`src/hdl/rxts_pkg.sv`:
```
package rxts_pkg;
  // widths
  localparam int TS_W = 32;
  localparam int DATA_W = 8;
  localparam int ETYPE_W = 16;
  // values after reset, then fifo depths
  localparam logic [TS_W-1:0] TIME_RST = 32'h0000_0000;
  localparam logic [ETYPE_W-1:0] ETYPE_RST = 16'h0000;
  localparam int FIFO_DEPTH = 4;
  localparam int EVT_DEPTH = 4;

  // one received byte with frame markers
  typedef struct packed {
    logic [DATA_W-1:0] data;
    logic sof;
    logic eof;
  } rxts_beat_t;

  // packet states of the host-side path
  typedef enum logic [1:0] {
    RXTS_IDLE = 2'b00,
    RXTS_WAIT_TS = 2'b01,
    RXTS_PASS = 2'b10
  } rxts_state_t;
endpackage

```
`src/hdl/rxts_fifo.sv`:
```
`timescale 1ns/1ps
// small flop fifo with valid/ready on both sides
module rxts_fifo #(
  parameter int WIDTH = 8,
  parameter int DEPTH = rxts_pkg::FIFO_DEPTH
) (
  // clock and reset
  input wire logic clk,
  input wire logic rst_n,
  // fill side
  input wire logic in_valid,
  output logic in_ready,
  input wire logic [WIDTH-1:0] in_data,
  // drain side
  output logic out_valid,
  input wire logic out_ready,
  output logic [WIDTH-1:0] out_data
);
  localparam int AW = $clog2(DEPTH);
  typedef struct packed {
    logic [DEPTH-1:0][WIDTH-1:0] mem;
    logic [AW-1:0] wp;
    logic [AW-1:0] rp;
    logic [AW:0] cnt;
  } rxts_fifo_st_t;
  rxts_fifo_st_t s_r, s_nxt;
  logic push, pop;

  assign in_ready = (s_r.cnt != (AW+1)'(DEPTH));
  assign out_valid = (s_r.cnt != '0);
  assign out_data = s_r.mem[s_r.rp];
  assign push = in_valid && in_ready;
  assign pop = out_valid && out_ready;

  // pointer and count update; count guards full/empty honestly
  always_comb
  begin
    s_nxt = s_r;
    if (push)
    begin
      s_nxt.mem[s_r.wp] = in_data;
      s_nxt.wp = (s_r.wp == AW'(DEPTH-1)) ? '0 : s_r.wp + 1'b1;
    end
    if (pop)
      s_nxt.rp = (s_r.rp == AW'(DEPTH-1)) ? '0 : s_r.rp + 1'b1;
    if (push && !pop)
      s_nxt.cnt = s_r.cnt + 1'b1;
    else if (pop && !push)
      s_nxt.cnt = s_r.cnt - 1'b1;
  end

  always_ff @(posedge clk or negedge rst_n)
  begin
    if (!rst_n)
      s_r <= '0;
    else
      s_r <= s_nxt;
  end
endmodule

```
`src/hdl/rxts_top.sv`:
```
`timescale 1ns/1ps
// Overview of operation
// two timestamp paths: event fifo, per-packet
// record event on matching ethertype frame
// host reads event fifo separately from payload
// host mode timestamps every packet with payload
// in host mode each port fifo packet waits for timestamp
// lost request on bad preamble locks fifo
// clearing host enable stops requests, no lockup
// host keeps per-packet timestamping disabled
module rxts_top (
  // clock and reset
  input wire logic CORE_CLK,
  input wire logic RESET_N,
  // configuration levels
  input wire logic HOST_TS_EN,
  input wire logic [rxts_pkg::ETYPE_W-1:0] EVT_ETYPE,
  // receive mac stream, same clock domain
  input wire logic RX_VALID,
  input wire logic [rxts_pkg::DATA_W-1:0] RX_DATA,
  input wire logic RX_SOF,
  input wire logic RX_EOF,
  input wire logic RX_PREAMBLE_OK,
  output logic RX_READY,
  // host dma stream
  output logic DMA_VALID,
  input wire logic DMA_READY,
  output logic [rxts_pkg::DATA_W-1:0] DMA_DATA,
  output logic DMA_SOF,
  output logic DMA_EOF,
  output logic DMA_TS_VALID,
  output logic [rxts_pkg::TS_W-1:0] DMA_TS,
  // event fifo read port
  input wire logic EVT_POP,
  output logic EVT_VALID,
  output logic [rxts_pkg::TS_W-1:0] EVT_TS,
  // status
  output logic PORT_STALLED
);
  localparam int EAW = $clog2(rxts_pkg::EVT_DEPTH);
  localparam int PAW = $clog2(rxts_pkg::FIFO_DEPTH);

  typedef struct packed {
    logic [rxts_pkg::TS_W-1:0] time_now;
    rxts_pkg::rxts_state_t state;
    logic ts_req;
    logic ts_have;
    logic [rxts_pkg::TS_W-1:0] ts_held;
    logic [rxts_pkg::TS_W-1:0] sof_time;
    logic [1:0] byte_idx;
    logic [rxts_pkg::ETYPE_W-1:0] etype;
    logic etype_done;
    logic [rxts_pkg::EVT_DEPTH-1:0][rxts_pkg::TS_W-1:0] evt_mem;
    logic [EAW-1:0] evt_wp;
    logic [EAW-1:0] evt_rp;
    logic [EAW:0] evt_cnt;
    logic dma_valid;
    logic [rxts_pkg::DATA_W-1:0] dma_data;
    logic dma_sof;
    logic dma_eof;
    logic dma_ts_valid;
    logic [rxts_pkg::TS_W-1:0] dma_ts;
    logic evt_valid;
    logic [rxts_pkg::TS_W-1:0] evt_ts;
    logic stalled;
    logic rx_ready;
    logic [PAW:0] fill;
  } rxts_st_t;

  rxts_st_t s_r, s_nxt;
  rxts_pkg::rxts_beat_t f_in, f_out;
  logic f_in_ready, f_out_valid, f_out_ready;
  logic rx_take, evt_push, evt_pop;

  function automatic logic [EAW-1:0] ptr_inc(input logic [EAW-1:0] p);
    ptr_inc = (p == EAW'(rxts_pkg::EVT_DEPTH-1)) ? '0 : p + 1'b1;
  endfunction

  // a beat counts only while the registered ready is shown to the mac
  assign rx_take = RX_VALID && s_r.rx_ready && f_in_ready;
  assign f_in = '{data: RX_DATA, sof: RX_SOF, eof: RX_EOF};

  // port fifo sits in the data path; its ready throttles the mac
  rxts_fifo #(.WIDTH($bits(rxts_pkg::rxts_beat_t)), .DEPTH(rxts_pkg::FIFO_DEPTH)) u_port_fifo (
    .clk(CORE_CLK),
    .rst_n(RESET_N),
    .in_valid(RX_VALID && s_r.rx_ready),
    .in_ready(f_in_ready),
    .in_data(f_in),
    .out_valid(f_out_valid),
    .out_ready(f_out_ready),
    .out_data(f_out)
  );

  // drain only when the dma register is free and the packet may proceed
  assign f_out_ready = (!s_r.dma_valid || DMA_READY) &&
                       (s_r.state == rxts_pkg::RXTS_PASS ||
                        (s_r.state == rxts_pkg::RXTS_IDLE && !(HOST_TS_EN && f_out.sof)));

  assign evt_pop = EVT_POP && s_r.evt_valid;

  always_comb
  begin
    s_nxt = s_r;
    evt_push = 1'b0;
    s_nxt.time_now = s_r.time_now + 1'b1;
    // mirror of the port fifo fill, so the ready pin can come from a flop
    if (rx_take && !(f_out_valid && f_out_ready))
      s_nxt.fill = s_r.fill + 1'b1;
    else if (!rx_take && f_out_valid && f_out_ready)
      s_nxt.fill = s_r.fill - 1'b1;
    s_nxt.rx_ready = (s_nxt.fill != (PAW+1)'(rxts_pkg::FIFO_DEPTH));

    // ingress side: timestamp request at sof, only with a good preamble
    s_nxt.ts_req = 1'b0;
    if (rx_take && RX_SOF)
    begin
      s_nxt.sof_time = s_r.time_now;
      s_nxt.byte_idx = '0;
      s_nxt.etype_done = 1'b0;
      s_nxt.ts_req = HOST_TS_EN && RX_PREAMBLE_OK;
    end
    else if (rx_take && !s_r.etype_done)
    begin
      // byte count since the sof byte; the ethertype sits in the first two of them
      s_nxt.byte_idx = s_r.byte_idx + 1'b1;
      if (s_r.byte_idx == 2'd3)
        s_nxt.etype_done = 1'b1;
    end
    // simplification: ethertype taken as the first two bytes after the sof byte
    if (rx_take && !RX_SOF && !s_r.etype_done)
    begin
      if (s_r.byte_idx == 2'd0)
        s_nxt.etype[15:8] = RX_DATA;
      if (s_r.byte_idx == 2'd1)
      begin
        s_nxt.etype[7:0] = RX_DATA;
        s_nxt.etype_done = 1'b1;
        evt_push = ({s_r.etype[15:8], RX_DATA} == EVT_ETYPE);
      end
    end
    if (s_r.ts_req)
    begin
      s_nxt.ts_have = 1'b1;
      s_nxt.ts_held = s_r.sof_time;
    end

    // event fifo storage; a full fifo drops the new event
    if (evt_push && s_r.evt_cnt != (EAW+1)'(rxts_pkg::EVT_DEPTH))
    begin
      s_nxt.evt_mem[s_r.evt_wp] = s_r.sof_time;
      s_nxt.evt_wp = ptr_inc(s_r.evt_wp);
      s_nxt.evt_cnt = s_nxt.evt_cnt + 1'b1;
    end
    if (evt_pop)
    begin
      s_nxt.evt_rp = ptr_inc(s_r.evt_rp);
      s_nxt.evt_cnt = s_nxt.evt_cnt - 1'b1;
    end
    s_nxt.evt_valid = (s_nxt.evt_cnt != '0);
    s_nxt.evt_ts = s_nxt.evt_mem[s_nxt.evt_rp];

    // host-side packet gate; no timeout, so a lost request hangs here
    case (s_r.state)
      rxts_pkg::RXTS_IDLE:
        if (f_out_valid && f_out.sof && HOST_TS_EN)
          s_nxt.state = rxts_pkg::RXTS_WAIT_TS;
        else if (f_out_valid && f_out_ready && !f_out.eof)
          s_nxt.state = rxts_pkg::RXTS_PASS;
      rxts_pkg::RXTS_WAIT_TS:
        if (s_r.ts_have)
          s_nxt.state = rxts_pkg::RXTS_PASS;
        else if (!HOST_TS_EN)
          s_nxt.state = rxts_pkg::RXTS_PASS;
      rxts_pkg::RXTS_PASS:
        if (f_out_valid && f_out_ready && f_out.eof)
          s_nxt.state = rxts_pkg::RXTS_IDLE;
      default:
        s_nxt.state = rxts_pkg::RXTS_IDLE;
    endcase
    s_nxt.stalled = (s_nxt.state == rxts_pkg::RXTS_WAIT_TS);

    // dma output register; timestamp rides on the sof beat
    if (s_r.dma_valid && DMA_READY)
      s_nxt.dma_valid = 1'b0;
    if (f_out_valid && f_out_ready)
    begin
      s_nxt.dma_valid = 1'b1;
      s_nxt.dma_data = f_out.data;
      s_nxt.dma_sof = f_out.sof;
      s_nxt.dma_eof = f_out.eof;
      s_nxt.dma_ts_valid = f_out.sof && s_r.ts_have && s_r.state == rxts_pkg::RXTS_PASS;
      s_nxt.dma_ts = s_r.ts_held;
      if (f_out.sof && s_r.state == rxts_pkg::RXTS_PASS)
        s_nxt.ts_have = s_r.ts_req;
    end
  end

  always_ff @(posedge CORE_CLK or negedge RESET_N)
  begin
    if (!RESET_N)
    begin
      s_r <= '0;
      s_r.time_now <= rxts_pkg::TIME_RST;
      s_r.etype <= rxts_pkg::ETYPE_RST;
      s_r.state <= rxts_pkg::RXTS_IDLE;
    end
    else
      s_r <= s_nxt;
  end

  // every output straight from the state register
  assign RX_READY = s_r.rx_ready;
  assign DMA_VALID = s_r.dma_valid;
  assign DMA_DATA = s_r.dma_data;
  assign DMA_SOF = s_r.dma_sof;
  assign DMA_EOF = s_r.dma_eof;
  assign DMA_TS_VALID = s_r.dma_ts_valid;
  assign DMA_TS = s_r.dma_ts;
  assign EVT_VALID = s_r.evt_valid;
  assign EVT_TS = s_r.evt_ts;
  assign PORT_STALLED = s_r.stalled;
endmodule

```
`config.mk`:
```
export PLATFORM = sky130hd
export DESIGN_NAME = rxts_top
export DESIGN_NICKNAME = d
export VERILOG_FILES = /design/src/hdl/rxts_pkg.sv /design/src/hdl/rxts_fifo.sv /design/src/hdl/rxts_top.sv
export SDC_FILE = /design/constraint.sdc
export NUM_CORES = 1
export LEC_CHECK = 0
export BUFFER_PORTS_ARGS = -buffer_cell sky130_fd_sc_hd__buf_4
export CAP_MARGIN = 10
export CORE_MARGIN = 2
export CORE_UTILIZATION = 40
export CTS_CLUSTER_SIZE = 8
export DETAILED_ROUTE_END_ITERATION = 10
export SLEW_MARGIN = 30
export SYNTH_ARGS = -nofsm -noshare
export SYNTH_HDL_FRONTEND = slang
export SYNTH_HIERARCHICAL = 1
export SYNTH_SLANG_ARGS = --single-unit
export TNS_END_PERCENT = 100
```
`constraint.sdc`:
```
create_clock -name CORE_CLK -period 3.64 [get_ports CORE_CLK]
set_input_delay 0.182 -clock CORE_CLK [delete_from_list [all_inputs] [get_ports CORE_CLK]]
set_output_delay 0.182 -clock CORE_CLK [all_outputs]
set_load 0.02 [all_outputs]
```
==> results of run 1 <==
[kinds of logic (layout without fill, tap and decap cells)]
group,after synthesis,count (layout)
flip-flops,375,375
AO/OA/AOI/OAI,413,413
XOR/XNOR,58,58
other,0,1
buffers and inverters,214,240
adder cells (fa/ha/maj),22,22
multiplexers,127,127
AND/OR/NAND/NOR,283,283
[repair_timing]
action	4_1_cts	5_1_grt
gates resized for setup	0	0
hold buffers	15	0
hold endpoints to repair	149	0
[registers in the layout (all words and copies together) (netlist names)]
signal and cells:
DMA_VALID 1, DMA_TS_VALID 1, RX_READY 1, u_port_fifo/s_r 47
s_r 249, DMA_EOF 1, PORT_STALLED 1, DMA_DATA 8
DMA_TS 32, EVT_VALID 1, DMA_SOF 1, EVT_TS 32
[cells in the final DEF, fill, tap and decap left out, types with 2 or more instances in the layout]
cell | Yosys | routed
a21boi_0 | 129 | 129
inv_1 | 22 | 22
dlygate4sd3_1 | 0 | 15
nor3_1 | 10 | 6
and4_1 | 3 | 3
buf_12 | 0 | 2
o22ai_1 | 2 | 2
a211oi_1 | 129 | 129
dfrtp_1 | 375 | 375
o21ai_0 | 8 | 8
nor2_2 | 5 | 5
nor2_1 | 17 | 17
nor3_2 | 1 | 5
mux4_2 | 10 | 10
and3_2 | 0 | 4
ha_1 | 20 | 20
nand3_1 | 14 | 14
nor2b_1 | 3 | 3
nand4_1 | 8 | 8
a21o_1 | 131 | 131
nand2_1 | 160 | 159
xnor2_1 | 44 | 44
buf_4 | 83 | 144
a21oi_1 | 4 | 4
mux2_2 | 115 | 115
nor3b_1 | 2 | 2
xor2_1 | 14 | 14
clkbuf_16 | 0 | 54
or2_2 | 2 | 2
and3_1 | 13 | 9
and2_1 | 3 | 3
nor4_1 | 32 | 32
[layer usage]
metal,vias up,share of wire
met2,198,0.46
met5,-,0
met1,5620,0.48
li1,5247,-
met3,57,0.039
met4,0,0.018
[power groups by stage]
stage | sequential (uW) | combinational, uW | clock, uW
after floorplan | 5330 | 3380 | 0
after global placement | 5560 | 4400 | 0
after detailed placement | 5570 | 4490 | 0
after CTS | 5510 | 4520 | 4410
after global routing | 5600 | 4910 | 4580
final | 5510 | 4440 | 4280
[critical path, cell delays in order (launching register included)]
cell and delay [ns]:
dfrtp_1 0.40, nor3b_4 0.19, inv_1 0.08, and3_1 0.43
nand4_4 0.21, nor2_2 0.29, and3_2 0.56, buf_4 0.37
a211oi_1 0.11, nor4_1 0.34
[cell type report]
class / count / area share
clock buffer: 55 / 0.06885
tap: 585 / 0.03719
inverter: 22 / 0.004196
antenna: 1 / 0.0001271
timing repair buffer: 162 / 0.06535
multi-input combinational: 903 / 0.3467
sequential: 375 / 0.4768
clock inverter: 1 / 0.0008264
[metrics by stage]
stage / util / setup slack, ns / instances / area, um^2 / hold slack [ns]
2_1_floorplan: - / 1.047 / 1492 / 17300 / -0.1136
3_3_place_gp: 0.4234 / 0.5825 / 2032 / 18160 / 0.3049
3_5_place_dp: 0.4234 / 0.4856 / 2032 / 18160 / 0.3003
4_1_cts: 0.4589 / 0.4789 / 2103 / 19680 / 0.08548
5_1_grt: 0.4590 / 0.2229 / 2104 / 19680 / 0.1037
6_report: 0.4590 / 0.4850 / 2104 / 19680 / 0.1140
[final timing paths]
| kind | slack (ns) | start | depth (start not counted) | endpoint |
|---|---|---|---|---|
| hold / removal | 0.11 | DMA_READY | 3 | DMA_VALID |
| max in group asynchronous | 2.39 | RESET_N | 3 | s_r[257] |
| setup / recovery | 0.48 | u_port_fifo/s_r[2] | 9 | EVT_TS[18] |
| hold reg to reg | 0.46 | s_r[270] | 2 | DMA_TS[2] |
| setup reg to reg | 0.48 | u_port_fifo/s_r[2] | 9 | EVT_TS[18] |
| min in group asynchronous | 0.24 | RESET_N | 2 | DMA_TS[4] |
==> flow_summary_export.csv, run 1 <==
group,metric,value,unit
clocking,cts_setup_buffers,0,
yosys,synth_top_area_cell,"dfrtp_1",
power,switching_power,4775,uW
finish,nFillCells,3919,
drt,drt_wl_total,40210,um
job,max_cap_violations,0,
drt,via_count,11120,
yosys,synthMostInstantiatedCell,"dfrtp_1",
clocking,htreeDepth,2,
place,hpwl,24970,um
power,p_seq_frac,0.387,
power,clock_power_share,0.301,
yosys,avgSynthCellArea,11.60,um^2
yosys,synthCells,1492,
yosys,synth-async-reset-ratio,1.000,
yosys,yosys.area_share.simple,0.07919,
yosys,synth_top_family_by_area,"compound AO/OA/AOI/OAI gates",
sta,skew,0.01665,ns
clocking,insertion_delay,0.58,ns
sta,finalCritPeriodShare,0.8668,
setup_path,cp-end-kind,"flop",
power,power_frac_comb,0.312,
drt,drt_iter0_markers,615,
power,powerDensity,722.5,nW/um^2
setup_path,critPathKind,"reg -> reg",
finish,regArea,9384,um^2
sta,setup_tns,0,ns
sta,slew_headroom,0.4309,
global_routing,grt_max_degree,101,
floorplanning,die_y,212.0,um
global_routing,grt_usage,0.1856,
yosys,synthAdderAreaFrac,0.01620,
yosys,synth.area.top_cells,"dfrtp_1, mux2_2, a21o_1, a211oi_1, a21boi_0",
clocking,clockRootBuffer,"clkbuf_16",
sta,hold_viol_final,0,
worst_hold_path,hp-class,"in -> reg",
global_routing,grt_use_met3,0.03264,
yosys,yosysWarnings,6,
drt,via_per_inst,5.286,
clocking,clockBufferDepth,3,
finish,syn2layout_area_growth,13.76,%
power,switching_share,0.3358,
sta,fmaxAchievable,0.3170,GHz
floorplanning,core,42890,um^2
global_routing,top_usage_layer,"met2",
yosys,muxShareOfSynthArea,0.08909,
drt,ant_nets,0,
floorplanning,die_w,212.0,um
drt,drc_errors,0,
yosys,synth_top_area_share,0.5424,
global_routing,grt_first_pass_wirelength,65440,um
power,intPower,9445,uW
outcome,status,"complete, no violations",
setup_path,crit_required,4.07,ns
setup_path,worstPathMaxFanout,22,
clocking,cts.sinks,375,
yosys,synth_commonest_cells,"dfrtp_1, nand2_1, a21o_1",
place,port_buffers,111,
drt,wl_per_cell,19.11,um
setup_path,start_kind,"flop",
power,finalPower,14220,uW
sta,fin_crit,3.155,ns
yosys,synth_edf_count,0,
clocking,cts_buffers,52,
global_routing,use_met2,0.2890,
clocking,cts_tree,"done",
floorplanning,core.rowCount,76,
power,ir_drop,0.5684,mV
sta,setup_viol,0,
floorplanning,die_area,44930,um^2
yosys,synth-seq-cells,375,
place,gp_congestion,0.7534,
drt,drt_pass1_iterations,5,
yosys,yosysSeqAreaShare,0.5424,
yosys,syn_nets,1546,
sta,tightest_slew,0.8537,ns
power,p_leak,0.01014,uW
yosys,yosysUniqueCellTypes,55,
global_routing,grt.overflow.total,0,
global_routing,grt_pass1_vias,11560,
finish,multi_input_area,6824,um^2
clocking,clk_pin_slew,0.05,ns
finish,layout-drive-gt1-share,0.2312,
finish,nets,1570,
global_routing,grt_use_met1,0.2664,
yosys,synthXorXnorAreaFrac,0.02936,
floorplanning,io_pins,112,
sta,rsz0062_at_grt,"no",
global_routing,antenna_found_initial,1,
yosys,syn-cell-area,17300,um^2
floorplanning,start_util,0.4034,
setup_path,crit_arrival,3.58,ns
yosys,synth-compound-area-share,0.1778,
sta,slew_violations,0,
yosys,synth_ff_type,"dfrtp_1",
Note: power is estimated with default switching activity, not from simulation.
==> run 2, diff against run 1 <==
--- a/config.mk
+++ b/config.mk
@@ -5,6 +5,7 @@
 export SDC_FILE = /design/constraint.sdc
 export NUM_CORES = 1
 export LEC_CHECK = 0
+export ABC_AREA = 1
 export BUFFER_PORTS_ARGS = -buffer_cell sky130_fd_sc_hd__buf_4
 export CAP_MARGIN = 10
 export CORE_MARGIN = 2
==> flow_summary_export.csv, run 2 <==
group,metric,value,unit
drt,via_count,14390,
clocking,cts_setup_buffers,0,
yosys,synth_top_area_share,0.5064,
yosys,synth_ff_type,"dfrtp_1",
drt,drt_wl_total,45870,um
sta,fmaxAchievable,0.3715,GHz
drt,wl_per_cell,16.06,um
sta,finalCritPeriodShare,0.7396,
yosys,yosysUniqueCellTypes,40,
yosys,synth.area.top_cells,"dfrtp_1, nand2_1, nand4_1, inv_1, and2_1",
yosys,synth_top_area_cell,"dfrtp_1",
setup_path,cp-end-kind,"flop",
drt,ant_nets,0,
finish,final_common_cell,"nand2_1",
finish,fin_cells,2856,
yosys,synthMostInstantiatedCell,"nand2_1",
sta,hold_viol_final,0,
power,powerDensity,743.4,nW/um^2
sta,setup_viol,0,
finish,finalInstanceArea,20810,um^2
setup_path,rrSetupSlack,0.95,ns
place,port_buffers,111,
clocking,htreeDepth,2,
power,ir_drop,0.5717,mV
place,place_inst,2782,
outcome,status,"complete, no violations",
clocking,clk_pin_slew,0.05,ns
yosys,avgSynthCellArea,8.309,um^2
yosys,synthCells,2230,
global_routing,grt_max_degree,112,
yosys,syn_nets,2284,
yosys,yosysWarnings,6,
finish,layout-drive-gt1-share,0.1011,
finish,nets,2307,
setup_path,start_kind,"flop",
sta,slew_headroom,0.4091,
place,hpwl,29100,um
drt,drt_pass1_iterations,5,
global_routing,grt_first_pass_wirelength,75360,um
floorplanning,core.rowCount,78,
yosys,yosysSeqAreaShare,0.5064,
sta,rsz0062_at_grt,"no",
finish,regArea,9388,um^2
sta,fin_crit,2.692,ns
drt,drt_iter0_markers,918,
sta,skew,0.01551,ns
floorplanning,io_pins,112,
floorplanning,die_area,48060,um^2
global_routing,grt.overflow.total,0,
yosys,synth-async-reset-ratio,1.000,
setup_path,r2r-end,"s_r[303]",
power,p_leak,0.01035,uW
finish,syn2layout_area_growth,12.30,%
setup_path,critPathKind,"reg -> reg",
setup_path,rr_startpoint,"u_port_fifo/s_r[4]",
clocking,ctsResizeCount,0,
yosys,synth_edf_count,0,
drt,drc_errors,0,
floorplanning,die_y,219.2,um
finish,regMostFlops,"s_r",
finish,largest_registers,"s_r x249, u_port_fifo/s_r x47",
yosys,synth-seq-cells,375,
floorplanning,core,45580,um^2
job,max_cap_violations,0,
clocking,clockRootBuffer,"clkbuf_16",
finish,nFillCells,4407,
clocking,cts_tree,"done",
place,gp_congestion,0.8465,
finish,final_cell_mix,"nand2_1, dfrtp_1, inv_1",
sta,setup_tns,0,ns
setup_path,r2r_cells,10,
drt,via_per_inst,5.039,
clocking,clockBufferDepth,3,
setup_path,crit_arrival,3.15,ns
floorplanning,die_w,219.2,um
worst_hold_path,hp-class,"in -> async",
setup_path,crit_required,4.10,ns
clocking,insertion_delay,0.59,ns
finish,multi_input_area,6880,um^2
global_routing,grt_pass1_vias,14150,
sta,tightest_slew,0.8863,ns
finish,antenna_cells,0,
yosys,synth_commonest_cells,"nand2_1, dfrtp_1, inv_1",
place,placed_area,19270,um^2
sta,slew_violations,0,
floorplanning,start_util,0.4066,
clocking,cts.sinks,375,
clocking,cts_buffers,52,
global_routing,antenna_found_initial,0,
setup_path,worstPathMaxFanout,29,
clocking,cts_hold_buf,16,
finish,largest_register_ffs,249,
yosys,syn-cell-area,18530,um^2
global_routing,grt_usage,0.1961,
==> run 2: cell count changes after synthesis, sizes merged, moves of 30 or more <==
| cell | delta |
|---|---|
| o21ai | +120 |
| xnor2 | -34 |
| a211oi | -129 |
| a21o | -130 |
| inv | +275 |
| buf | +32 |
| nor4 | -30 |
| nand4 | +169 |
| nand3 | +139 |
| clkbuf | -34 |
| mux2 | -116 |
| nand2 | +472 |
| a21boi | -130 |
| and2 | +124 |
==> run 2: worst max-delay path, cell delays in order (launching register included) <==
cell and delay, ns:
dfrtp_1 0.83, a21oi_1 0.07, o21ai_0 0.11, nand2_1 0.13, nand3_1 0.10, nand2_1 0.06, inv_1 0.10, nand2_2 0.32
inv_1 0.41, nand2_1 0.13, a221o_1 0.31
==> run 2: where the power goes <==
part	internal, uW	leakage [uW]	switching (uW)
Sequential	5100	0.00428	563
Clock	2540	0.000665	1700
Combinational	1960	0.00541	3600
==> run 2: cells by family after synthesis <==
group,Yosys count,share of synthesized area
adders and majority gates,21,0.01459
and+or+nand+nor,1151,0.2922
xor gates and xnor gates,37,0.01823
buffers and inverters,487,0.1236
DFF,375,0.5064
AOI/OAI and AO/OA,159,0.04497
==> run 2: per-stage QoR <==
step / hold slack, ns / setup WS (ns) / util / total power, uW
after floorplan: -0.1136 / 1.226 / - / 9855
after global placement: 0.3311 / 1.040 / 0.4227 / 11200
after detailed placement: 0.3341 / 0.9412 / 0.4227 / 11310
after CTS: 0.1562 / 0.9172 / 0.4559 / 15670
after global routing: 0.09656 / 0.6053 / 0.4566 / 16580
final: 0.07811 / 0.9480 / 0.4566 / 15470
==> run 2: final cells by class <==
class / instances / area share
clock buffers: 55 / 0.06410
clock inverters: 2 / 0.0008418
inverters: 297 / 0.05357
multi-input cells: 1368 / 0.3306
flip-flops and latches: 375 / 0.4511
well taps: 600 / 0.03608
repair buffers: 159 / 0.06362
==> run 2: how the worst max path moves through the flow <==
stage | start | to | slack [ns] | depth (start not counted)
global placement | u_port_fifo/s_r[4] | s_r[303] | 1.04 | 10
detailed placement | u_port_fifo/s_r[4] | s_r[303] | 0.94 | 10
CTS | u_port_fifo/s_r[4] | s_r[303] | 0.92 | 10
finish | u_port_fifo/s_r[4] | s_r[303] | 0.95 | 10
floorplan | u_port_fifo/s_r[0] | EVT_VALID | 1.23 | 16
global route | u_port_fifo/s_r[4] | s_r[303] | 0.61 | 10
==> run 2: layer usage <==
layer / share of wire / GRT usage / vias up
met3: 0.048 / 0.02883 / 95
met4: 0.035 / 0.07793 / 0
met2: 0.46 / 0.3121 / 344
met1: 0.46 / 0.2696 / 6901
li1: - / - / 7051
met5: 0 / 0 / -
